$ cat src/core/slpm_consts.svh
/*
 * Constants of the link power manager: register map, field positions,
 * reset values and exit times.
 * Assumes inclusion by bare name from the package and the design modules.
 */
// Function
// - accept and acknowledge device Partial/Slumber requests
// - host wakes Partial/Slumber link with COMWAKE
// - Partial exit within 10 ns (code clamps the wake timeout to one hclk cycle, 100 ns)
// - Slumber exit within 10 ms
// - Device Sleep exit 20 ms unless overridden
// - Device Sleep only entered from Slumber
// - D1/D3 reached by standby command (code: D3 set by a power-state register write; D1 not decoded)
// - in D3 only power-state register accessible
// - no interrupts raised while in D3
// - in D3 ports treated as empty
// - D3 to D0 causes no reset
// - activity indicator low while any port busy
// - per-port present and enable bits
// - low power mode may miss device wake
// - per-port PHY dynamic power gating enable
// - three ports, each separately enableable
`ifndef SLPM_CONSTS_SVH
`define SLPM_CONSTS_SVH

`define SLPM_NPORT          3
`define SLPM_CLK_HZ         10000000
`define SLPM_PARTIAL_EXIT_NS 10
`define SLPM_SLUMBER_EXIT_MS 10
`define SLPM_DEVSLP_EXIT_MS 20

`define SLPM_ADDR_PCS       12'h000
`define SLPM_ADDR_PMCSR     12'h004
`define SLPM_ADDR_LPCTL     12'h008
`define SLPM_ADDR_LSTAT     12'h00C
`define SLPM_ADDR_DETO      12'h010
`define SLPM_ADDR_PHYGATE   12'h050

`define SLPM_PCS_EN_LSB     0
`define SLPM_PCS_PR_LSB     8
`define SLPM_LP_EN_BIT      0
`define SLPM_LP_DS_LSB      1
`define SLPM_LS_TMO_LSB     10
`define SLPM_LS_ABT_BIT     13
`define SLPM_LS_LED_BIT     14
`define SLPM_PWR_D0         2'h0
`define SLPM_PWR_D3         2'h3
`define SLPM_PCS_RST        3'h0
`define SLPM_DETO_RST       8'h00
`define SLPM_HTRANS_NSEQ    2'h2

`endif

$ cat src/core/slpm_pkg.sv
/*
 * Types shared by the link power manager modules.
 * Assumes the constants header is on the include path.
 */
`include "slpm_consts.svh"
package slpm_pkg;
    // gray coded along off, active, partial, slumber, sleep, wake
    typedef enum logic [2:0] {
        LK_OFF     = 3'h0,
        LK_ACTIVE  = 3'h1,
        LK_PARTIAL = 3'h3,
        LK_SLUMBER = 3'h2,
        LK_DEVSLP  = 3'h6,
        LK_WAKE    = 3'h7
    } slpm_link_t;

    typedef enum logic [2:0] {
        RS_PCS, RS_PMCSR, RS_LPCTL, RS_LSTAT, RS_DETO, RS_PHYGATE, RS_NONE
    } slpm_reg_t;
endpackage

$ cat src/core/slpm_port_link.sv
/*
 * Per-port link power state machine: Partial, Slumber, Device Sleep, wake.
 * Assumes synchronised device inputs and limits stable while waking.
 */
`timescale 1ns/1ps
`default_nettype none
`include "slpm_consts.svh"
module slpm_port_link
    import slpm_pkg::*;
(
    input  wire logic        hclk,
    input  wire logic        hresetn,
    input  wire logic        en,
    input  wire logic        present,
    input  wire logic        d3,
    input  wire logic        lp_en,
    input  wire logic        devslp_en,
    input  wire logic        gate_en,
    input  wire logic        op_req,
    input  wire logic        part_req,
    input  wire logic        slum_req,
    input  wire logic        wake_det,
    input  wire logic [23:0] slumber_lim,
    input  wire logic [23:0] devslp_lim,
    output var  slpm_link_t  state_q,
    output var  logic        ack_q,
    output var  logic        comwake_q,
    output var  logic        devslp_q,
    output var  logic        gate_q,
    output var  logic        pwrdn_q,
    output var  logic        tmo_q
);
    localparam int PART_RAW = (`SLPM_PARTIAL_EXIT_NS * (`SLPM_CLK_HZ / 1000000)) / 1000;
    localparam logic [23:0] PART_CYC = (PART_RAW < 1) ? 24'h000001 : 24'(PART_RAW);

    slpm_link_t  state_d;
    logic        pp_q, sp_q, ack_d, cw_d, tmo_d;
    logic [23:0] cnt_q, lim_q, lim_d;
    logic        part_rise, slum_rise;

    assign part_rise = part_req & ~pp_q;
    assign slum_rise = slum_req & ~sp_q;

    always_comb begin
        state_d = state_q;
        ack_d   = 1'b0;
        cw_d    = 1'b0;
        tmo_d   = 1'b0;
        lim_d   = lim_q;
        if (state_q != LK_OFF && (part_rise || slum_rise)) begin
            ack_d = 1'b1;
        end
        case (state_q)
            LK_OFF: begin
                if (en && present && !d3) begin
                    state_d = LK_ACTIVE;
                end
            end
            LK_ACTIVE: begin
                if (slum_rise) begin
                    state_d = LK_SLUMBER;
                end else if (part_rise) begin
                    state_d = LK_PARTIAL;
                end
            end
            LK_PARTIAL: begin
                if (op_req) begin
                    state_d = LK_WAKE;
                    cw_d    = 1'b1;
                    lim_d   = PART_CYC;
                end else if (wake_det) begin
                    state_d = LK_ACTIVE;
                end
            end
            LK_SLUMBER: begin
                if (op_req) begin
                    state_d = LK_WAKE;
                    cw_d    = 1'b1;
                    lim_d   = slumber_lim;
                end else if (wake_det && !lp_en) begin
                    state_d = LK_ACTIVE;
                end else if (devslp_en) begin
                    state_d = LK_DEVSLP;
                end
            end
            LK_DEVSLP: begin
                // sleep exit limit, device sends wake
                if (op_req) begin
                    state_d = LK_WAKE;
                    lim_d   = devslp_lim;
                end
            end
            LK_WAKE: begin
                if (wake_det) begin
                    state_d = LK_ACTIVE;
                end else if (cnt_q >= lim_q) begin
                    state_d = LK_ACTIVE;
                    tmo_d   = 1'b1;
                end
            end
            default: state_d = LK_OFF;
        endcase
        // d3 or empty port is off
        if (d3 || !en || !present) begin
            state_d = LK_OFF;
            cw_d    = 1'b0;
            tmo_d   = 1'b0;
        end
    end

    always_ff @(posedge hclk or negedge hresetn) begin
        if (!hresetn) begin
            state_q <= LK_OFF;
            lim_q   <= '0;
            pp_q    <= 1'b0;
            sp_q    <= 1'b0;
        end else begin
            state_q <= state_d;
            lim_q   <= lim_d;
            pp_q    <= part_req;
            sp_q    <= slum_req;
        end
    end

    always_ff @(posedge hclk or negedge hresetn) begin
        if (!hresetn) begin
            cnt_q <= '0;
        end else if (state_q == LK_WAKE) begin
            cnt_q <= cnt_q + 24'h000001;
        end else begin
            cnt_q <= 24'h000001;
        end
    end

    always_ff @(posedge hclk or negedge hresetn) begin
        if (!hresetn) begin
            ack_q     <= 1'b0;
            comwake_q <= 1'b0;
            devslp_q  <= 1'b0;
            gate_q    <= 1'b0;
            pwrdn_q   <= 1'b1;
            tmo_q     <= 1'b0;
        end else begin
            ack_q     <= ack_d;
            comwake_q <= cw_d;
            tmo_q     <= tmo_d;
            // sleep follows slumber, drops on wake
            devslp_q  <= (state_d == LK_DEVSLP);
            gate_q    <= gate_en && (state_d == LK_PARTIAL || state_d == LK_SLUMBER);
            pwrdn_q   <= (state_d == LK_OFF || state_d == LK_DEVSLP);
        end
    end
endmodule
`default_nettype wire

$ cat src/core/slpm_sync.sv
/*
 * Two-flop synchroniser for pin inputs.
 * Assumes inputs are quasi-static levels from outside the hclk domain.
 */
`timescale 1ns/1ps
`default_nettype none
module slpm_sync #(
    parameter int W = 13
) (
    input  wire logic         hclk,
    input  wire logic         hresetn,
    input  wire logic [W-1:0] d,
    output var  logic [W-1:0] q
);
    logic [W-1:0] meta_q;

    always_ff @(posedge hclk or negedge hresetn) begin
        if (!hresetn) begin
            meta_q <= '0;
            q      <= '0;
        end else begin
            meta_q <= d;
            q      <= meta_q;
        end
    end
endmodule
`default_nettype wire

$ cat src/core/slpm_top.sv
/*
 * Link power manager top: AHB-Lite register slave, D3 handling,
 * presence reporting, activity indicator and three port link machines.
 * Assumes one hclk domain; device pins are asynchronous and synchronised.
 */
// Chosen here: register access over AHB-Lite and the placing of the registers.
`timescale 1ns/1ps
`default_nettype none
`include "slpm_consts.svh"
module slpm_top
    import slpm_pkg::*;
#(
    parameter int SLUMBER_EXIT_CYC = `SLPM_SLUMBER_EXIT_MS * (`SLPM_CLK_HZ / 1000),
    parameter int DEVSLP_EXIT_CYC  = `SLPM_DEVSLP_EXIT_MS * (`SLPM_CLK_HZ / 1000)
) (
    input  wire logic        hclk,
    input  wire logic        hresetn,
    input  wire logic        hsel,
    input  wire logic [31:0] haddr,
    input  wire logic [1:0]  htrans,
    input  wire logic        hwrite,
    input  wire logic [2:0]  hsize,
    input  wire logic [31:0] hwdata,
    input  wire logic        hready,
    output var  logic [31:0] hrdata,
    output var  logic        hreadyout,
    output var  logic        hresp,
    input  wire logic [2:0]  port_busy_flag,
    input  wire logic [2:0]  port_op_req,
    input  wire logic        ctrl_irq_pending,
    input  wire logic [2:0]  dev_partial_req,
    input  wire logic [2:0]  dev_slumber_req,
    input  wire logic [2:0]  dev_comwake_det,
    input  wire logic [2:0]  dev_present_det,
    input  wire logic        drive_activity_indicator_n_in,
    output var  logic        drive_activity_indicator_n_out,
    output var  logic        drive_activity_indicator_n_oe,
    output var  logic [2:0]  link_pm_ack,
    output var  logic [2:0]  link_comwake,
    output var  logic [2:0]  dev_sleep,
    output var  logic [2:0]  phy_gate,
    output var  logic [2:0]  phy_power_down,
    output var  logic        irq_out
);
    localparam int          NP         = `SLPM_NPORT;
    localparam int          CYC_PER_MS = `SLPM_CLK_HZ / 1000;
    localparam logic [23:0] SLUM_LIM   = 24'(SLUMBER_EXIT_CYC);
    localparam logic [23:0] DSLP_LIM   = 24'(DEVSLP_EXIT_CYC);

    function automatic slpm_reg_t reg_dec(input logic [11:0] a);
        if (a == `SLPM_ADDR_PCS) begin
            return RS_PCS;
        end else if (a == `SLPM_ADDR_PMCSR) begin
            return RS_PMCSR;
        end else if (a == `SLPM_ADDR_LPCTL) begin
            return RS_LPCTL;
        end else if (a == `SLPM_ADDR_LSTAT) begin
            return RS_LSTAT;
        end else if (a == `SLPM_ADDR_DETO) begin
            return RS_DETO;
        end else if (a == `SLPM_ADDR_PHYGATE) begin
            return RS_PHYGATE;
        end else begin
            return RS_NONE;
        end
    endfunction

    logic [12:0] pin_s;
    logic [2:0]  part_s, slum_s, wake_s, pres_s;
    logic        led_s;

    slpm_sync #(
        .W (13)
    ) u_sync (
        .hclk    (hclk),
        .hresetn (hresetn),
        .d       ({drive_activity_indicator_n_in, dev_present_det,
                   dev_comwake_det, dev_slumber_req, dev_partial_req}),
        .q       (pin_s)
    );

    assign part_s = pin_s[2:0];
    assign slum_s = pin_s[5:3];
    assign wake_s = pin_s[8:6];
    assign pres_s = pin_s[11:9];
    assign led_s  = pin_s[12];

    // registers
    logic [2:0]  port_enable_bit_q;
    logic [1:0]  pwr_q;
    logic        lp_en_q;
    logic [2:0]  devslp_en_q;
    logic [2:0]  tmo_sticky_q;
    logic        abort_q;
    logic [7:0]  deto_q;
    logic [2:0]  phy_dynamic_gating_enable_q;
    logic        d3;

    assign d3 = (pwr_q == `SLPM_PWR_D3);

    // bus phases
    logic        wr_pend_q, rd_pend_q;
    logic [11:0] addr_q;
    logic        addr_ph;
    slpm_reg_t   wsel, rsel;
    logic        wr_ok, wr_blk, rd_blk;

    assign addr_ph = hsel && hready && htrans == `SLPM_HTRANS_NSEQ;
    assign wsel    = reg_dec(addr_q);
    assign rsel    = reg_dec(addr_q);
    // only power state reachable in d3
    assign wr_blk  = wr_pend_q && d3 && wsel != RS_PMCSR;
    assign rd_blk  = rd_pend_q && d3 && rsel != RS_PMCSR;
    assign wr_ok   = wr_pend_q && !wr_blk;

    always_ff @(posedge hclk or negedge hresetn) begin
        if (!hresetn) begin
            wr_pend_q <= 1'b0;
            rd_pend_q <= 1'b0;
            addr_q    <= '0;
        end else begin
            wr_pend_q <= addr_ph && hwrite;
            rd_pend_q <= addr_ph && !hwrite;
            if (addr_ph) begin
                addr_q <= haddr[11:0];
            end
        end
    end

    // reads take one wait state so a preceding write is visible
    always_ff @(posedge hclk or negedge hresetn) begin
        if (!hresetn) begin
            hreadyout <= 1'b1;
            hresp     <= 1'b0;
        end else begin
            hreadyout <= !(addr_ph && !hwrite);
            hresp     <= 1'b0;
        end
    end

    slpm_link_t  st   [NP];
    logic [2:0]  ack_v, cw_v, ds_v, gt_v, pd_v, tmo_v;
    logic [23:0] ds_lim;

    assign ds_lim = (deto_q != 8'h00) ? 24'(deto_q * CYC_PER_MS) : DSLP_LIM;

    logic [31:0] rd_val;
    always_comb begin
        rd_val = '0;
        if (rsel == RS_PCS) begin
            rd_val[`SLPM_PCS_EN_LSB +: NP] = port_enable_bit_q;
            rd_val[`SLPM_PCS_PR_LSB +: NP] = d3 ? 3'h0 : (pres_s & port_enable_bit_q);
        end else if (rsel == RS_PMCSR) begin
            rd_val[1:0] = pwr_q;
        end else if (rsel == RS_LPCTL) begin
            rd_val[`SLPM_LP_EN_BIT]         = lp_en_q;
            rd_val[`SLPM_LP_DS_LSB +: NP]   = devslp_en_q;
        end else if (rsel == RS_LSTAT) begin
            rd_val[2:0]                     = st[0];
            rd_val[5:3]                     = st[1];
            rd_val[8:6]                     = st[2];
            rd_val[`SLPM_LS_TMO_LSB +: NP]  = tmo_sticky_q;
            rd_val[`SLPM_LS_ABT_BIT]        = abort_q;
            rd_val[`SLPM_LS_LED_BIT]        = led_s;
        end else if (rsel == RS_DETO) begin
            rd_val[7:0] = deto_q;
        end else if (rsel == RS_PHYGATE) begin
            rd_val[NP-1:0] = phy_dynamic_gating_enable_q;
        end
    end

    always_ff @(posedge hclk or negedge hresetn) begin
        if (!hresetn) begin
            hrdata <= '0;
        end else if (rd_pend_q) begin
            hrdata <= rd_blk ? 32'h00000000 : rd_val;
        end
    end

    always_ff @(posedge hclk or negedge hresetn) begin
        if (!hresetn) begin
            port_enable_bit_q <= `SLPM_PCS_RST;
        end else if (wr_ok && wsel == RS_PCS) begin
            port_enable_bit_q <= hwdata[`SLPM_PCS_EN_LSB +: NP];
        end
    end

    // power state, no reset on exit
    always_ff @(posedge hclk or negedge hresetn) begin
        if (!hresetn) begin
            pwr_q <= `SLPM_PWR_D0;
        end else if (wr_ok && wsel == RS_PMCSR) begin
            pwr_q <= hwdata[1:0];
        end
    end

    always_ff @(posedge hclk or negedge hresetn) begin
        if (!hresetn) begin
            lp_en_q     <= 1'b0;
            devslp_en_q <= 3'h0;
        end else if (wr_ok && wsel == RS_LPCTL) begin
            lp_en_q     <= hwdata[`SLPM_LP_EN_BIT];
            devslp_en_q <= hwdata[`SLPM_LP_DS_LSB +: NP];
        end
    end

    always_ff @(posedge hclk or negedge hresetn) begin
        if (!hresetn) begin
            deto_q <= `SLPM_DETO_RST;
        end else if (wr_ok && wsel == RS_DETO) begin
            deto_q <= hwdata[7:0];
        end
    end

    always_ff @(posedge hclk or negedge hresetn) begin
        if (!hresetn) begin
            phy_dynamic_gating_enable_q <= 3'h0;
        end else if (wr_ok && wsel == RS_PHYGATE) begin
            phy_dynamic_gating_enable_q <= hwdata[NP-1:0];
        end
    end

    // sticky status, set wins over write-one-to-clear
    logic [2:0] tmo_clr;
    logic       abt_clr;
    assign tmo_clr = (wr_ok && wsel == RS_LSTAT) ? hwdata[`SLPM_LS_TMO_LSB +: NP] : 3'h0;
    assign abt_clr = wr_ok && wsel == RS_LSTAT && hwdata[`SLPM_LS_ABT_BIT];

    always_ff @(posedge hclk or negedge hresetn) begin
        if (!hresetn) begin
            tmo_sticky_q <= 3'h0;
        end else begin
            tmo_sticky_q <= (tmo_sticky_q & ~tmo_clr) | tmo_v;
        end
    end

    always_ff @(posedge hclk or negedge hresetn) begin
        if (!hresetn) begin
            abort_q <= 1'b0;
        end else begin
            abort_q <= (abort_q && !abt_clr) || wr_blk || rd_blk;
        end
    end

    genvar p;
    generate
        for (p = 0; p < NP; p++) begin : g_port
            slpm_port_link u_link (
                .hclk        (hclk),
                .hresetn     (hresetn),
                .en          (port_enable_bit_q[p]),
                .present     (pres_s[p]),
                .d3          (d3),
                .lp_en       (lp_en_q),
                .devslp_en   (devslp_en_q[p]),
                .gate_en     (phy_dynamic_gating_enable_q[p]),
                .op_req      (port_op_req[p]),
                .part_req    (part_s[p]),
                .slum_req    (slum_s[p]),
                .wake_det    (wake_s[p]),
                .slumber_lim (SLUM_LIM),
                .devslp_lim  (ds_lim),
                .state_q     (st[p]),
                .ack_q       (ack_v[p]),
                .comwake_q   (cw_v[p]),
                .devslp_q    (ds_v[p]),
                .gate_q      (gt_v[p]),
                .pwrdn_q     (pd_v[p]),
                .tmo_q       (tmo_v[p])
            );
        end
    endgenerate

    assign link_pm_ack    = ack_v;
    assign link_comwake   = cw_v;
    assign dev_sleep      = ds_v;
    assign phy_gate       = gt_v;
    assign phy_power_down = pd_v;

    always_ff @(posedge hclk or negedge hresetn) begin
        if (!hresetn) begin
            drive_activity_indicator_n_out <= 1'b0;
            drive_activity_indicator_n_oe  <= 1'b0;
        end else begin
            drive_activity_indicator_n_out <= 1'b0;
            drive_activity_indicator_n_oe  <= |port_busy_flag;
        end
    end

    always_ff @(posedge hclk or negedge hresetn) begin
        if (!hresetn) begin
            irq_out <= 1'b0;
        end else begin
            irq_out <= ctrl_irq_pending && !d3;
        end
    end
endmodule
`default_nettype wire

$ cat config.mk
export PLATFORM = sky130hd
export DESIGN_NAME = slpm_top
export DESIGN_NICKNAME = d
export VERILOG_FILES = /design/src/core/slpm_pkg.sv /design/src/core/slpm_port_link.sv /design/src/core/slpm_sync.sv /design/src/core/slpm_top.sv
export VERILOG_INCLUDE_DIRS = /design/src /design/src/core
export SDC_FILE = /design/constraint.sdc
export NUM_CORES = 1
export LEC_CHECK = 0
export BUFFER_PORTS_ARGS = -buffer_cell sky130_fd_sc_hd__clkbuf_2
export CAP_MARGIN = 10
export CORE_ASPECT_RATIO = 1.2
export CORE_MARGIN = 2
export CORE_UTILIZATION = 45
export CTS_CLUSTER_SIZE = 20
export DETAILED_ROUTE_END_ITERATION = 6
export HOLD_SLACK_MARGIN = 0.03
export PLACE_DENSITY = 0.7
export SKIP_CTS_REPAIR_TIMING = 1
export SYNTH_ARGS = -nofsm -noshare
export SYNTH_HDL_FRONTEND = slang
export SYNTH_SLANG_ARGS = --single-unit
$ cat constraint.sdc
create_clock -name hclk -period 10.4 [get_ports hclk]
set_input_delay 0 -clock hclk [delete_from_list [all_inputs] [get_ports hclk]]
set_output_delay 0 -clock hclk [all_outputs]
set_load 0.01 [all_outputs]
* Word level (Yosys, flattened, before mapping)
Cells that the tools add are included.
** Word-level totals
- Latch bits :: 0
- Input port bits :: 94
- Bits in registers :: 276
- Output and inout port bits :: 52
- Memories kept :: 0
- Bits in writable memories :: 0
- ROM bits :: 0
- Word-level logic and storage cells :: 309
** Operators by class
- Div/mod/pow operators :: 0
- Bitwise logic cells :: 16
- Reductions and logical operators :: 84
- Order comparisons :: 3
- $mul :: 1
- Mux-type cells :: 106
- Add/subtract/negate cells :: 3
- Shift operators :: 0
- Eq/ne operators :: 46
** Operators with widths (count)
- $mux W24 :: 12
- $pmux W24 S3 :: 3
- $mux W3 :: 45
- $add A24 B1 Y24 const B :: 3
- $ge A24 B24 Y1 :: 3
- $pmux W3 S6 :: 3
- $eq A3 B2 Y1 const B :: 14
- $eq A3 B3 Y1 const B :: 11
- $logic_and A1 B1 Y1 :: 33
- $mux W5 :: 6
- $mux W1 :: 28
- $eq A12 B4 Y1 const B :: 2
- $mux W22 :: 1
- $logic_not A3 Y1 :: 7
- $mul A8 B10 Y18 const B :: 1
- $ne A2 B2 Y1 const B :: 9
- $reduce_bool A3 Y1 :: 6
- $logic_or A1 B1 Y1 :: 17
- $mux W15 :: 1
- $eq A12 B3 Y1 const B :: 1
- $eq A12 B5 Y1 const B :: 1
- $eq A12 B7 Y1 const B :: 1
- $eq A3 B1 Y1 const B :: 4
- $logic_not A1 Y1 :: 12
- other kinds (16) :: 35

* Logic depth before layout (Yosys ltp)
Gate-level depths: netlist of run 1.
- Depth after elaboration :: 17
- Gate-level depth with buffers :: 15

* Hierarchy
From an unflattened synthesis of run 1, not the netlist that was laid out.
** Second synthesis, totals
- Cells, all modules :: 1496
- Area total of the unflattened synthesis :: 14458.9 µm²
** By module, submodules not included
- slpm_port_link :: cells each 366, times used 3, area each 3276.9 µm²
- slpm_top :: cells each 372, times used 1, area each 3977.6 µm²
- slpm_sync :: cells each 26, times used 1, area each 650.6 µm²

* Worst setup path after synthesis of run 1
OpenSTA, ideal clock, no wires.
- Kind :: register -> register
- Start :: reg deto_q[5]
- End :: reg g_port[0].u_link.lim_q[18]
- Period minus slack after synthesis :: 3.707 ns
- Data arrival time :: 3.585 ns
- Library setup time :: 0.122 ns
- Stages on the path, launching flop included :: 14
- Slack :: 6.693 ns
- Required time :: 10.278 ns
- Cells stage by stage :: dfrtp_1 > fa_1 > fa_1 > ha_1 > inv_1 > fa_1 > inv_1 > ha_1 > nand3_1 > a21oi_1 > nor4_1 > o21bai_1 > xor2_1 > a32o_1
** Between the ends
- Word-level cells in the longest chain between the ends :: 4
- Elaborated cells between the ends (all ways) :: 5
** Ends and longest elaborated chain
- from (decl) :: RTL line slpm_top.sv:95 : logic [7:0] deto_q;
- from (signal assigned) :: RTL line slpm_top.sv:209 : deto_q <= `SLPM_DETO_RST;
- from (signal assigned) :: RTL line slpm_top.sv:211 : deto_q <= hwdata[7:0];
- $mul A8 B10 Y18 / $reduce_bool A8 Y1 (equally long branches) :: RTL line slpm_top.sv:145 : assign ds_lim = (deto_q != 8'h00) ? 24'(deto_q * CYC_PER_MS) : DSLP_LIM;
- $mux W22 * :: RTL line slpm_top.sv:145
- $mux W24 * :: RTL line slpm_port_link.sv:88 : if (op_req) begin
- $pmux W24 S3 * :: RTL line slpm_port_link.sv:53 : case (state_q)
- to (signal assigned) :: RTL line slpm_port_link.sv:119 : lim_q <= lim_d;
- to (decl) :: RTL line slpm_port_link.sv:38 : logic [23:0] cnt_q, lim_q, lim_d;
Mark *: on every way between the ends. The rest lies on a longest branch, timed or not. The select of a mux whose other input is x is not followed.
A chain may end at the register's enable or synchronous reset.

* Worst setup path after layout of run 1
- Start :: reg deto_q[2]
- End :: reg g_port[1].u_link.lim_q[17]
** Between the ends
- Word-level cells in the longest chain between the ends :: 4
- Elaborated cells between the ends (all ways) :: 5
** Ends and longest elaborated chain (RTL line)
- $mul A8 B10 Y18 / $reduce_bool A8 Y1 (equally long branches) :: slpm_top.sv:145
- $mux W22 * :: slpm_top.sv:145
- $mux W24 * :: slpm_port_link.sv:88
- $pmux W24 S3 * :: slpm_port_link.sv:53
- to (signal assigned) :: slpm_port_link.sv:119
- to (decl) :: slpm_port_link.sv:38
Marked as above.

==> load_flow_metrics.sql, run 1 <==
INSERT INTO impl_metrics (metric_group, metric, value, unit) VALUES
('run_status', 'run_status', 'completed', ''),
('sta', 'finalWorstSetupSlack', '6160', 'ps'),
('die', 'initial_utilization', '45.5', '%'),
('global_routing', 'gr-total-overflow', '0', ''),
('power_and_ir_drop', 'share_seq_of_total_power', '45.0', '%'),
('power_and_ir_drop', 'clockPowerShare', '40.5', '%'),
('power_and_ir_drop', 'power.share.switching', '27.0', '%'),
('sta', 'timing.max_slew.rel_slack', '30.9', '%'),
('die', 'design.core.area', '28600', 'µm²'),
('setup_path', 'criticalPathCategory', 'flop to flop', ''),
('die', 'dieHeight', '190', 'µm'),
('placed_design', 'dp_hpwl', '21.2', 'mm'),
('yosys', 'synth-edff-count', '0', ''),
('clock_tree', 'clock_root_buffer', 'clkbuf_16', ''),
('global_routing', 'first_global_vias', '9684', ''),
('routing', 'vias', '9746', ''),
('die', 'top_level_ports', '146', ''),
('worst_hold_path', 'hold_depth', '4', ''),
('final_layout', 'drive_above_1_share', '12.8', '%'),
('sta', 'hold_viol', '0', ''),
('yosys', 'post_synth_inst_count', '1305', ''),
('sta', 'finalCriticalPeriod', '4240', 'ps'),
('routing', 'firstDrtPassIters', '5', ''),
('run', 'cap_viol_max_count', '0', ''),
('setup_path', 'crit_required', '10820', 'ps'),
('die', 'chipWidth', '159', 'µm'),
('sta', 'transition_time_of_the_tightest_slew_check_pin', '1030', 'ps'),
('global_routing', 'gr-usage-all-layers', '19.3', '%'),
('setup_path', 'cp_data_arrival_time', '4660', 'ps'),
('yosys', 'postSynthRegisterBits', '244', ''),
('worst_hold_path', 'min-delay-start', 'port_op_req[0]', ''),
('power_and_ir_drop', 'pwr-share-comb', '14.4', '%'),
('routing', 'postRouteWirelength', '29.3', 'mm'),
('setup_path', 'timing.critical_path.from_type', 'flop', ''),
('clock_tree', 'htreeDepth', '1', ''),
('setup_path', 'reg2regPathDepth', '14', ''),
('die', 'placementRows', '68', ''),
('sta', 'fmax', '0.236', 'GHz'),
('global_routing', 'wire_length_of_the_first_global_routing_pass', '47.9', 'mm'),
('power_and_ir_drop', 'p_int', '1.71', 'mW'),
('routing', 'drt_iter0_markers', '595', ''),
('yosys', 'synth.cells.most_frequent', 'dfrtp_1 (240), inv_1 (118), nor2_1 (107), ha_1 (102), nand2_1 (87)', ''),
('sta', 'setup_tns', '0', 'ps'),
('sta', 'finalClockSkew', '13.7', 'ps'),
('worst_hold_path', 'hold_path_end', 'g_port[0].u_link.lim_q[10]', ''),
('power_and_ir_drop', 'net_switching_power_of_the_design', '0.632', 'mW'),
('power_and_ir_drop', 'power.ir.vdd_worst', '0.161', 'mV'),
('placed_design', 'place_congestion', '0.906', ''),
('setup_path', 'crit_path_end_kind', 'flop', ''),
('setup_path', 'register_to_register_setup_slack', '6160', 'ps'),
('die', 'design.die.area', '30300', 'µm²'),
('clock_tree', 'cts_tree', 'done', ''),
('yosys', 'synth.yosys.warnings', '0', ''),
('yosys', 'ys_top_cells_by_area', 'dfrtp_1 (46%), ha_1 (9.8%), inv_1 (3.4%)', ''),
('routing', 'post-route-drc-count', '0', ''),
('clock_tree', 'cts_buffers', '25', ''),
('setup_path', 'crit-reg2reg-launch', 'deto_q[2]', ''),
('power_and_ir_drop', 'p_leak', '6.95', 'nW'),
('sta', 'rsz0062_at_grt', 'false', ''),
('routing', 'drtAntennaViolNets', '0', ''),
('power_and_ir_drop', 'power.density', '158', 'nW/µm²'),
('sta', 'setup_viol', '0', ''),
('yosys', 'yosysUniqueCellTypes', '78', ''),
('final_layout', 'fin_nets', '1608', ''),
('yosys', 'avgSynthCellArea', '9.96', 'µm²'),
('placed_design', 'port_buffers', '83', ''),
('global_routing', 'initial_antenna_violation_count', '0', ''),
('routing', 'viasPerCell', '5.40', ''),
('final_layout', 'filler_cell_count', '2567', ''),
('clock_tree', 'ctsLongestPathBuffers', '3', ''),
('routing', 'wl_cell', '16.2', 'µm');
[sequential cells by signal (all words and copies together) (netlist names), 3 cells and up]
name and count:
g_port.u_link.ack_q 3, g_port.u_link.comwake_q 3, hrdata 15, g_port.u_link.state_q 9, g_port.u_link.lim_q 57, g_port.u_link.cnt_q 72, g_port.u_link.devslp_q 3, g_port.u_link.pp_q 3
u_sync.q 13, port_enable_bit_q 3, g_port.u_link.pwrdn_q 3, devslp_en_q 3, deto_q 8, u_sync.meta_q 13, addr_q 12, g_port.u_link.gate_q 3
g_port.u_link.sp_q 3, g_port.u_link.tmo_q 3, phy_dynamic_gating_enable_q 3, tmo_sticky_q 3
[final cells by class]
class / count / area [µm²] / share of cell area, %
clock buffer: 30 / 674 / 4.54
timing repair buffer: 129 / 881 / 5.93
tap: 385 / 482 / 3.24
clock inverter: 16 / 206 / 1.39
sequential: 244 / 6110 / 41.1
inverter: 118 / 443 / 2.98
multi-input combinational: 882 / 6070 / 40.8
[layer usage]
layer  vias to the layer above  share of wire, %  GRT usage, %
met1                      4725                41          23.5
met2                       255                50          33.7
met4                         0               4.2          9.16
met5                         -                 0             0
met3                        71               4.4          2.79
li1                       4695                 -             -
[critical path, stage by stage (launching register included)]
cell      delay, ps
dfrtp_1         540
inv_1           100
ha_1            320
ha_1            280
inv_1            50
fa_1            480
fa_1            600
inv_1            60
ha_1            300
a211oi_1        340
o21ai_0         200
nand2_1         140
xor2_1          420
a21oi_1         140
a21o_1          170
[logic make-up (layout without fill, tap and decap cells)]
| family | count (synthesis) | count (layout) | synth area share [%] |
|---|---|---|---|
| buffers and inverters | 197 | 293 | 6.86 |
| XOR/XNOR | 57 | 57 | 3.84 |
| flip-flops | 244 | 244 | 47.0 |
| adder cells (fa/ha/maj) | 114 | 114 | 11.7 |
| AND/OR/NAND/NOR | 394 | 394 | 15.4 |
| other | 1 | 19 | 0.0288 |
| AO/OA/AOI/OAI | 271 | 271 | 12.9 |
| multiplexers | 27 | 27 | 2.33 |
[cell usage in the layout (no fill, tap or decap), drive strengths merged, types with 12 or more instances in the layout]
cell and count:
mux2 26, conb 19, a21o 16, fa 12, nand2 88, a21oi 82
or3 21, dlygate4sd3 44, ha 102, nand3 52, and3 15, inv 120
xor2 44, nor3 20, clkbuf 112, xnor2 13, a22o 13, nand4 33
nor2 108, dfrtp 240, a31oi 15, o21ai 78
[worst max path at each step]
stage | slack [ps] | cells past startpoint | to | startpoint
final | 6160 | 14 | g_port[1].u_link.lim_q[17] | deto_q[2]
after CTS | 6190 | 13 | g_port[1].u_link.lim_q[18] | deto_q[5]
after detailed placement | 6200 | 13 | g_port[1].u_link.lim_q[18] | deto_q[5]
after global placement | 6260 | 13 | g_port[1].u_link.lim_q[20] | deto_q[2]
after global routing | 5970 | 13 | g_port[0].u_link.lim_q[20] | deto_q[2]
after floorplan | 6690 | 13 | g_port[0].u_link.lim_q[18] | deto_q[5]
[power by group through the flow]
stage	Sequential, mW	Clock, mW	Combinational [mW]
4_1_cts	1.06	0.971	0.326
3_3_place_gp	1.07	0	0.314
5_1_grt	1.06	1.01	0.383
6_report	1.06	0.951	0.338
2_1_floorplan	1.05	0	0.234
3_5_place_dp	1.07	0	0.322
[stage by stage]
step | std cells | cell area (µm²) | power [mW] | util (%) | hold WS, ps
floorplan | 1323 | 13100 | 1.29 | - | -296
global placement | 1714 | 13500 | 1.39 | 47.4 | 109
detailed placement | 1714 | 13500 | 1.40 | 47.4 | 110
CTS | 1760 | 14400 | 2.35 | 50.5 | -449
global route | 1804 | 14900 | 2.46 | 52.0 | 98.4
finish | 1804 | 14900 | 2.35 | 52.0 | 91.3
Note: power is estimated with default switching activity, not from simulation.
==> run 2: changes to the inputs <==
--- a/config.mk
+++ b/config.mk
@@ -6,6 +6,7 @@
 export SDC_FILE = /design/constraint.sdc
 export NUM_CORES = 1
 export LEC_CHECK = 0
+export ABC_AREA = 1
 export BUFFER_PORTS_ARGS = -buffer_cell sky130_fd_sc_hd__clkbuf_2
 export CAP_MARGIN = 10
 export CORE_ASPECT_RATIO = 1.2
==> constraint.sdc (replaced) <==
create_clock -name hclk -period 4.1 [get_ports hclk]
set_input_delay 0 -clock hclk [delete_from_list [all_inputs] [get_ports hclk]]
set_output_delay 0 -clock hclk [all_outputs]
set_load 0.01 [all_outputs]
==> load_flow_metrics.sql, run 2 <==
INSERT INTO impl_metrics (metric_group, metric, value, unit) VALUES
('run_status', 'run_status', 'completed', ''),
('placed_design', 'port_buffers', '83', ''),
('yosys', 'syn_area', '14000', 'µm²'),
('worst_hold_path', 'worstHoldPathType', 'input port to flop', ''),
('routing', 'vias', '11600', ''),
('placed_design', 'dp_hpwl', '25.7', 'mm'),
('routing', 'wl_cell', '15.1', 'µm'),
('clock_tree', 'clk_transition_reported_paths', '60', 'ps'),
('die', 'chipWidth', '165', 'µm'),
('die', 'top_level_ports', '146', ''),
('global_routing', 'initial_antenna_violation_count', '0', ''),
('sta', 'finalWorstSetupSlack', '246', 'ps'),
('setup_path', 'cp_data_arrival_time', '4310', 'ps'),
('clock_tree', 'cts_buffers', '27', ''),
('final_layout', 'multiInputGateArea', '6480', 'µm²'),
('yosys', 'synth_seq_area_share', '43.7', '%'),
('setup_path', 'register_to_register_setup_slack', '250', 'ps'),
('final_layout', 'mostFrequentLayoutCells', 'nand2_1 (354), inv_1 (292), dfrtp_1 (240)', ''),
('die', 'initial_utilization', '45.7', '%'),
('final_layout', 'drive_above_1_share', '9.56', '%'),
('yosys', 'ys_top_cells_by_area', 'dfrtp_1 (43%), nand2_1 (9.5%), ha_1 (9.1%)', ''),
('routing', 'postRouteWirelength', '34.3', 'mm'),
('sta', 'setup_viol', '0', ''),
('clock_tree', 'cts_tree', 'done', ''),
('yosys', 'post_synth_inst_count', '1726', ''),
('yosys', 'synth-edff-count', '0', ''),
('yosys', 'postSynthRegisterBits', '244', ''),
('routing', 'post-route-drc-count', '0', ''),
('placed_design', 'place_congestion', '0.886', ''),
('final_layout', 'area.sequential', '6110', 'µm²'),
('routing', 'viasPerCell', '5.11', ''),
('final_layout', 'syn2layout_area_growth', '15.1', '%'),
('clock_tree', 'clock_root_buffer', 'clkbuf_16', ''),
('setup_path', 'crit_required', '4560', 'ps'),
('yosys', 'avgSynthCellArea', '8.10', 'µm²'),
('global_routing', 'gr-usage-all-layers', '21.8', '%'),
('final_layout', 'antenna_cells', '0', ''),
('power_and_ir_drop', 'power.share.switching', '26.6', '%'),
('yosys', 'synth_top_area_cell', 'dfrtp_1', ''),
('sta', 'transition_time_of_the_tightest_slew_check_pin', '841', 'ps'),
('routing', 'drt_iter0_markers', '599', ''),
('global_routing', 'first_global_vias', '11600', ''),
('power_and_ir_drop', 'power.density', '358', 'nW/µm²'),
('sta', 'setup_tns', '0', 'ps'),
('routing', 'firstDrtPassIters', '5', ''),
('final_layout', 'filler_cell_count', '2858', ''),
('yosys', 'ys_async_sr_fraction', '100', '%'),
('run', 'cap_viol_max_count', '0', ''),
('global_routing', 'largest_net_degree_at_the_start_of_global_routing', '112', ''),
('routing', 'drtAntennaViolNets', '0', ''),
('die', 'design.core.area', '30600', 'µm²'),
('die', 'design.die.area', '32500', 'µm²'),
('final_layout', 'register_ranked_first_by_flip_flop_count', 'g_port.u_link.cnt_q', ''),
('clock_tree', 'clk_latency', '550', 'ps'),
('setup_path', 'critical_path_peak_fanout', '5', ''),
('sta', 'worst_slack_on_hold_paths', '64.5', 'ps'),
('yosys', 'yosysUniqueCellTypes', '54', ''),
('power_and_ir_drop', 'pwr-share-comb', '13.5', '%'),
('yosys', 'synth.cells.most_frequent', 'nand2_1 (354), inv_1 (292), dfrtp_1 (240), nor2_1 (187)', ''),
('sta', 'maxSlewViolCount', '0', ''),
('global_routing', 'gr-total-overflow', '0', ''),
('placed_design', 'pre_cts_setup_slack', '178', 'ps'),
('power_and_ir_drop', 'power.ir.vdd_worst', '0.302', 'mV'),
('power_and_ir_drop', 'net_switching_power_of_the_design', '1.53', 'mW'),
('power_and_ir_drop', 'share_seq_of_total_power', '44.1', '%'),
('power_and_ir_drop', 'p_int', '4.22', 'mW'),
('sta', 'timing.max_slew.rel_slack', '43.9', '%'),
('sta', 'finalCriticalPeriod', '3850', 'ps'),
('sta', 'hold_viol', '0', ''),
('sta', 'fmax', '0.259', 'GHz'),
('power_and_ir_drop', 'clockPowerShare', '42.4', '%'),
('clock_tree', 'htreeDepth', '1', ''),
('final_layout', 'top_regs', 'g_port.u_link.cnt_q: 72 flops, g_port.u_link.lim_q: 57 flops, hrdata: 15 flops', ''),
('sta', 'min_period_over_period', '94.0', '%'),
('power_and_ir_drop', 'p_leak', '8.33', 'nW'),
('clock_tree', 'ctsLongestPathBuffers', '3', ''),
('die', 'dieHeight', '197', 'µm'),
('setup_path', 'crit_path_end_kind', 'flop', ''),
('final_layout', 'design_area', '16100', 'µm²'),
('final_layout', 'layout.cells.most_common', 'nand2_1', ''),
('yosys', 'synth_largest_type_area_fraction', '43.0', '%'),
('sta', 'finalClockSkew', '10.9', 'ps'),
('final_layout', 'fin_nets', '2072', ''),
('die', 'placementRows', '70', ''),
('setup_path', 'timing.critical_path.from_type', 'flop', ''),
('global_routing', 'wire_length_of_the_first_global_routing_pass', '56.7', 'mm'),
('placed_design', 'placement.cell_area', '14700', 'µm²'),
('yosys', 'yosys.cell_count.top_type', 'nand2_1', ''),
('setup_path', 'criticalPathCategory', 'flop to flop', ''),
('clock_tree', 'cts.sink_count', '244', ''),
('final_layout', 'largest_register_ff_count', '72', ''),
('yosys', 'yosys_most_used_dff', 'dfrtp_1', ''),
('yosys', 'synth.yosys.warnings', '0', '');
[run 2: changes by cell type after synthesis, moves of 14 or more]
cell	change
xor2_1	-17
mux2_2	-26
o22ai_1	+21
o21ai_0	+24
nor3_1	+30
nor2_1	+80
or3_1	-14
a21oi_1	-27
nand3_1	+21
inv_1	+174
clkbuf_1	-25
nand2_1	+267
[run 2: stage by stage]
step	instances	utilization (%)	total power [mW]
floorplan	1744	-	3.05
global placement	2186	48.2	3.30
detailed placement	2186	48.2	3.31
CTS	2234	51.1	5.76
global route	2279	52.6	6.03
finish	2279	52.6	5.75
[run 2: layer usage]
metal  GRT usage (%)  wire, µm  vias to the layer above  part of all wire [%]
met1            26.6     14300                     5540                    42
li1                -         -                     5792                     -
met3            2.88      1460                       66                   4.3
met4            9.37      1410                        0                   4.1
met2            38.4     17200                      237                    50
met5               0         0                        -                     0
[run 2: area by class of cell]
type / count / area share (%)
clock buffer: 33 / 4.53
clock inverter: 15 / 1.03
inverter: 301 / 7.02
multi-input combinational: 1148 / 40.3
sequential: 244 / 38.0
tap: 396 / 3.08
timing repair buffer: 142 / 6.10
[run 2: cell families (layout without fill, tap and decap cells)]
logic type | after synthesis | count (layout) | share of synthesized area, %
xor gates and xnor gates | 34 | 34 | 2.13
muxes | 1 | 1 | 0.107
adders and majority gates | 114 | 114 | 10.9
DFF | 244 | 244 | 43.7
other | 1 | 19 | 0.0268
AOI/OAI and AO/OA | 237 | 237 | 9.76
buffers and inverters | 352 | 491 | 10.5
and+or+nand+nor | 743 | 743 | 22.9
[run 2: critical path, cell delays in order (launching register included)]
cell,delay (ps)
dfrtp_1,400
fa_1,580
fa_1,440
ha_1,290
inv_1,50
fa_1,540
inv_1,40
ha_1,340
nand2_1,110
nor3_2,140
nand2_1,70
o211ai_1,180
nand2_1,140
nand3_1,90
nand3_1,150
o21ai_0,220
[run 2: power by group through the flow]
stage                     sequential (mW)  combinational (mW)  clock (mW)
final                                2.54               0.779        2.44
after global routing                 2.54               0.903        2.58
after CTS                            2.53               0.737        2.49
after detailed placement             2.58               0.730           0
after global placement               2.58               0.721           0
after floorplan                      2.57               0.475           0
[run 2: worst paths after layout]
path | from | endpoint | cells past startpoint
hold reg to reg | u_sync.meta_q[9] | u_sync.q[9] | 0
setup / recovery | deto_q[5] | g_port[0].u_link.lim_q[18] | 15
setup reg to reg | deto_q[5] | g_port[0].u_link.lim_q[18] | 15
min in group asynchronous | hresetn | g_port[2].u_link.gate_q | 2
hold / removal | hsel | addr_q[1] | 4
max in group asynchronous | hresetn | g_port[1].u_link.cnt_q[1] | 3
==> run 3: changes to the inputs <==
--- a/config.mk
+++ b/config.mk
@@ -7,7 +7,7 @@
 export NUM_CORES = 1
 export LEC_CHECK = 0
 export ABC_AREA = 1
-export BUFFER_PORTS_ARGS = -buffer_cell sky130_fd_sc_hd__clkbuf_2
+export BUFFER_PORTS_ARGS = -buffer_cell sky130_fd_sc_hd__buf_2
 export CAP_MARGIN = 10
 export CORE_ASPECT_RATIO = 1.2
 export CORE_MARGIN = 2
==> constraint.sdc (replaced) <==
create_clock -name hclk -period 4.4 [get_ports hclk]
set_input_delay 0.88 -clock hclk [delete_from_list [all_inputs] [get_ports hclk]]
set_output_delay 0.88 -clock hclk [all_outputs]
set_load 0.01 [all_outputs]
==> load_flow_metrics.sql, run 3 (synthesis results as in run 2) <==
INSERT INTO impl_metrics (metric_group, metric, value, unit) VALUES
('run_status', 'run_status', 'completed', ''),
('setup_path', 'timing.critical_path.from_type', 'flop', ''),
('routing', 'viasPerCell', '5.11', ''),
('die', 'design.core.area', '30600', 'µm²'),
('setup_path', 'criticalPathCategory', 'flop to flop', ''),
('routing', 'vias', '11400', ''),
('final_layout', 'antenna_cells', '0', ''),
('global_routing', 'largest_net_degree_at_the_start_of_global_routing', '109', ''),
('sta', 'finalCriticalPeriod', '4090', 'ps'),
('setup_path', 'cpMaxStageDelayCell', 'fa_1', ''),
('global_routing', 'initial_antenna_violation_count', '0', ''),
('clock_tree', 'cts_buffers', '25', ''),
('sta', 'finalClockSkew', '15.9', 'ps'),
('clock_tree', 'ctsLongestPathBuffers', '3', ''),
('power_and_ir_drop', 'p_leak', '8.10', 'nW'),
('die', 'dieHeight', '197', 'µm'),
('sta', 'timing.max_slew.rel_slack', '41.4', '%'),
('die', 'initial_utilization', '45.7', '%'),
('setup_path', 'timing.critical_path.max_delay_family', 'adder cells', ''),
('placed_design', 'port_buffers', '83', ''),
('setup_path', 'critical_path_buf_inv_count', '2', ''),
('sta', 'fmax', '0.245', 'GHz'),
('final_layout', 'layout.cells.most_common', 'nand2_1', ''),
('clock_tree', 'clk_latency', '530', 'ps'),
('clock_tree', 'htreeDepth', '1', ''),
('placed_design', 'dp_hpwl', '25.7', 'mm'),
('die', 'chipWidth', '165', 'µm'),
('global_routing', 'gr-total-overflow', '0', ''),
('setup_path', 'crit_path_end_kind', 'flop', ''),
('power_and_ir_drop', 'power.density', '332', 'nW/µm²'),
('clock_tree', 'clk_transition_reported_paths', '70', 'ps'),
('die', 'top_level_ports', '146', ''),
('clock_tree', 'cts.sink_count', '244', ''),
('setup_path', 'critical_path_peak_fanout', '6', ''),
('placed_design', 'place_congestion', '0.901', ''),
('final_layout', 'filler_cell_count', '2877', ''),
('power_and_ir_drop', 'power.ir.vdd_worst', '0.323', 'mV'),
('final_layout', 'design_area', '15500', 'µm²'),
('final_layout', 'fin_nets', '2019', ''),
('setup_path', 'cp_data_arrival_time', '4470', 'ps'),
('routing', 'drtAntennaViolNets', '0', ''),
('clock_tree', 'clock_root_buffer', 'clkbuf_16', ''),
('global_routing', 'gr-usage-all-layers', '21.5', '%'),
('power_and_ir_drop', 'report.power.total', '5.14', 'mW'),
('routing', 'post-route-drc-count', '0', ''),
('setup_path', 'critPathMaxStageDelay', '600', 'ps'),
('run', 'cap_viol_max_count', '0', ''),
('routing', 'wl_cell', '15.1', 'µm'),
('final_layout', 'register_ranked_first_by_flip_flop_count', 'g_port.u_link.cnt_q', ''),
('sta', 'transition_time_of_the_tightest_slew_check_pin', '879', 'ps'),
('final_layout', 'largest_register_ff_count', '72', ''),
('sta', 'min_period_over_period', '92.9', '%'),
('routing', 'postRouteWirelength', '33.5', 'mm'),
('die', 'placementRows', '70', ''),
('final_layout', 'top_regs', 'g_port.u_link.cnt_q: 72 flops, g_port.u_link.lim_q: 57 flops, hrdata: 15 flops', ''),
('final_layout', 'syn2layout_area_growth', '10.9', '%'),
('clock_tree', 'cts_tree', 'done', ''),
('sta', 'setup_tns', '0', 'ps'),
('sta', 'hold_viol', '0', ''),
('routing', 'drt_iter0_markers', '552', ''),
('worst_hold_path', 'worstHoldPathType', 'flop to flop', ''),
('global_routing', 'first_global_vias', '11500', ''),
('sta', 'rsz0062_at_grt', 'false', ''),
('die', 'design.die.area', '32500', 'µm²'),
('placed_design', 'placement.cell_area', '14700', 'µm²'),
('sta', 'setup_viol', '0', ''),
('final_layout', 'mostFrequentLayoutCells', 'nand2_1 (354), inv_1 (292), dfrtp_1 (240)', ''),
('setup_path', 'worstPathCellList', 'fa_1 > fa_1 > ha_1 > inv_1 > fa_1 > inv_1 > ha_1 > nand2_1 > nor3_1 > nand2_1 > o211ai_1 > xor2_1 > nand3_1 > nand2_1 > o21ai_0', ''),
('global_routing', 'wire_length_of_the_first_global_routing_pass', '55.9', 'mm'),
('sta', 'maxSlewViolCount', '0', ''),
('final_layout', 'drive_above_1_share', '9.08', '%'),
('routing', 'firstDrtPassIters', '5', ''),
('setup_path', 'crit_required', '4790', 'ps');
[run 3: cell types whose count changed in the layout (fill, tap and decap cells not counted), sizes merged]
cell | previous run | this run
bufinv | 3 | 2
inv | 299 | 300
clkinv | 8 | 9
clkbuf | 115 | 35
dlygate4sd3 | 45 | 0
buf | 15 | 91
clkinvlp | 6 | 0
[run 3: worst paths after layout]
kind                                         endpoint  depth (start not counted)  slack [ps]        startpoint
min in group asynchronous     g_port[2].u_link.gate_q                          1         390           hresetn
setup reg to reg           g_port[2].u_link.lim_q[16]                         15         310         deto_q[5]
hold reg to reg                           u_sync.q[6]                          0         340  u_sync.meta_q[6]
max in group asynchronous                   hreadyout                          2        3030           hresetn
hold / removal                            u_sync.q[6]                          0         340  u_sync.meta_q[6]
setup / recovery           g_port[2].u_link.lim_q[16]                         15         310         deto_q[5]
[run 3: cell type report]
type,instances,area (µm²),area share (%)
clock buffer,35,703,4.54
clock inverter,10,108,0.694
inverter,301,1130,7.29
multi-input combinational,1148,6470,41.7
sequential,244,6110,39.4
tap,396,495,3.20
timing repair buffer,91,485,3.13
[run 3: power by group]
part	internal, mW	switching (mW)
combinational	0.223	0.449
clock	1.23	0.873
sequential	2.32	0.0408
total	3.78	1.36
[run 3: per-layer routing]
metal  vias to the layer above  routed length, µm  track usage [%]
li1                       5674                  -                -
met1                      5414              14300             26.7
met2                       214              16900             38.2
met3                        70               1250             2.94
met4                         0               1110             7.28
met5                         -                  0                0
[run 3: per-stage QoR]
step	cells	worst slack, ps	hold WS [ps]	utilization (%)
after global routing	2225	26.5	354	50.7
after floorplan	1744	799	331	-
after CTS	2225	321	347	50.7
after global placement	2180	394	332	48.1
after detailed placement	2180	346	335	48.1
final	2225	312	344	50.7
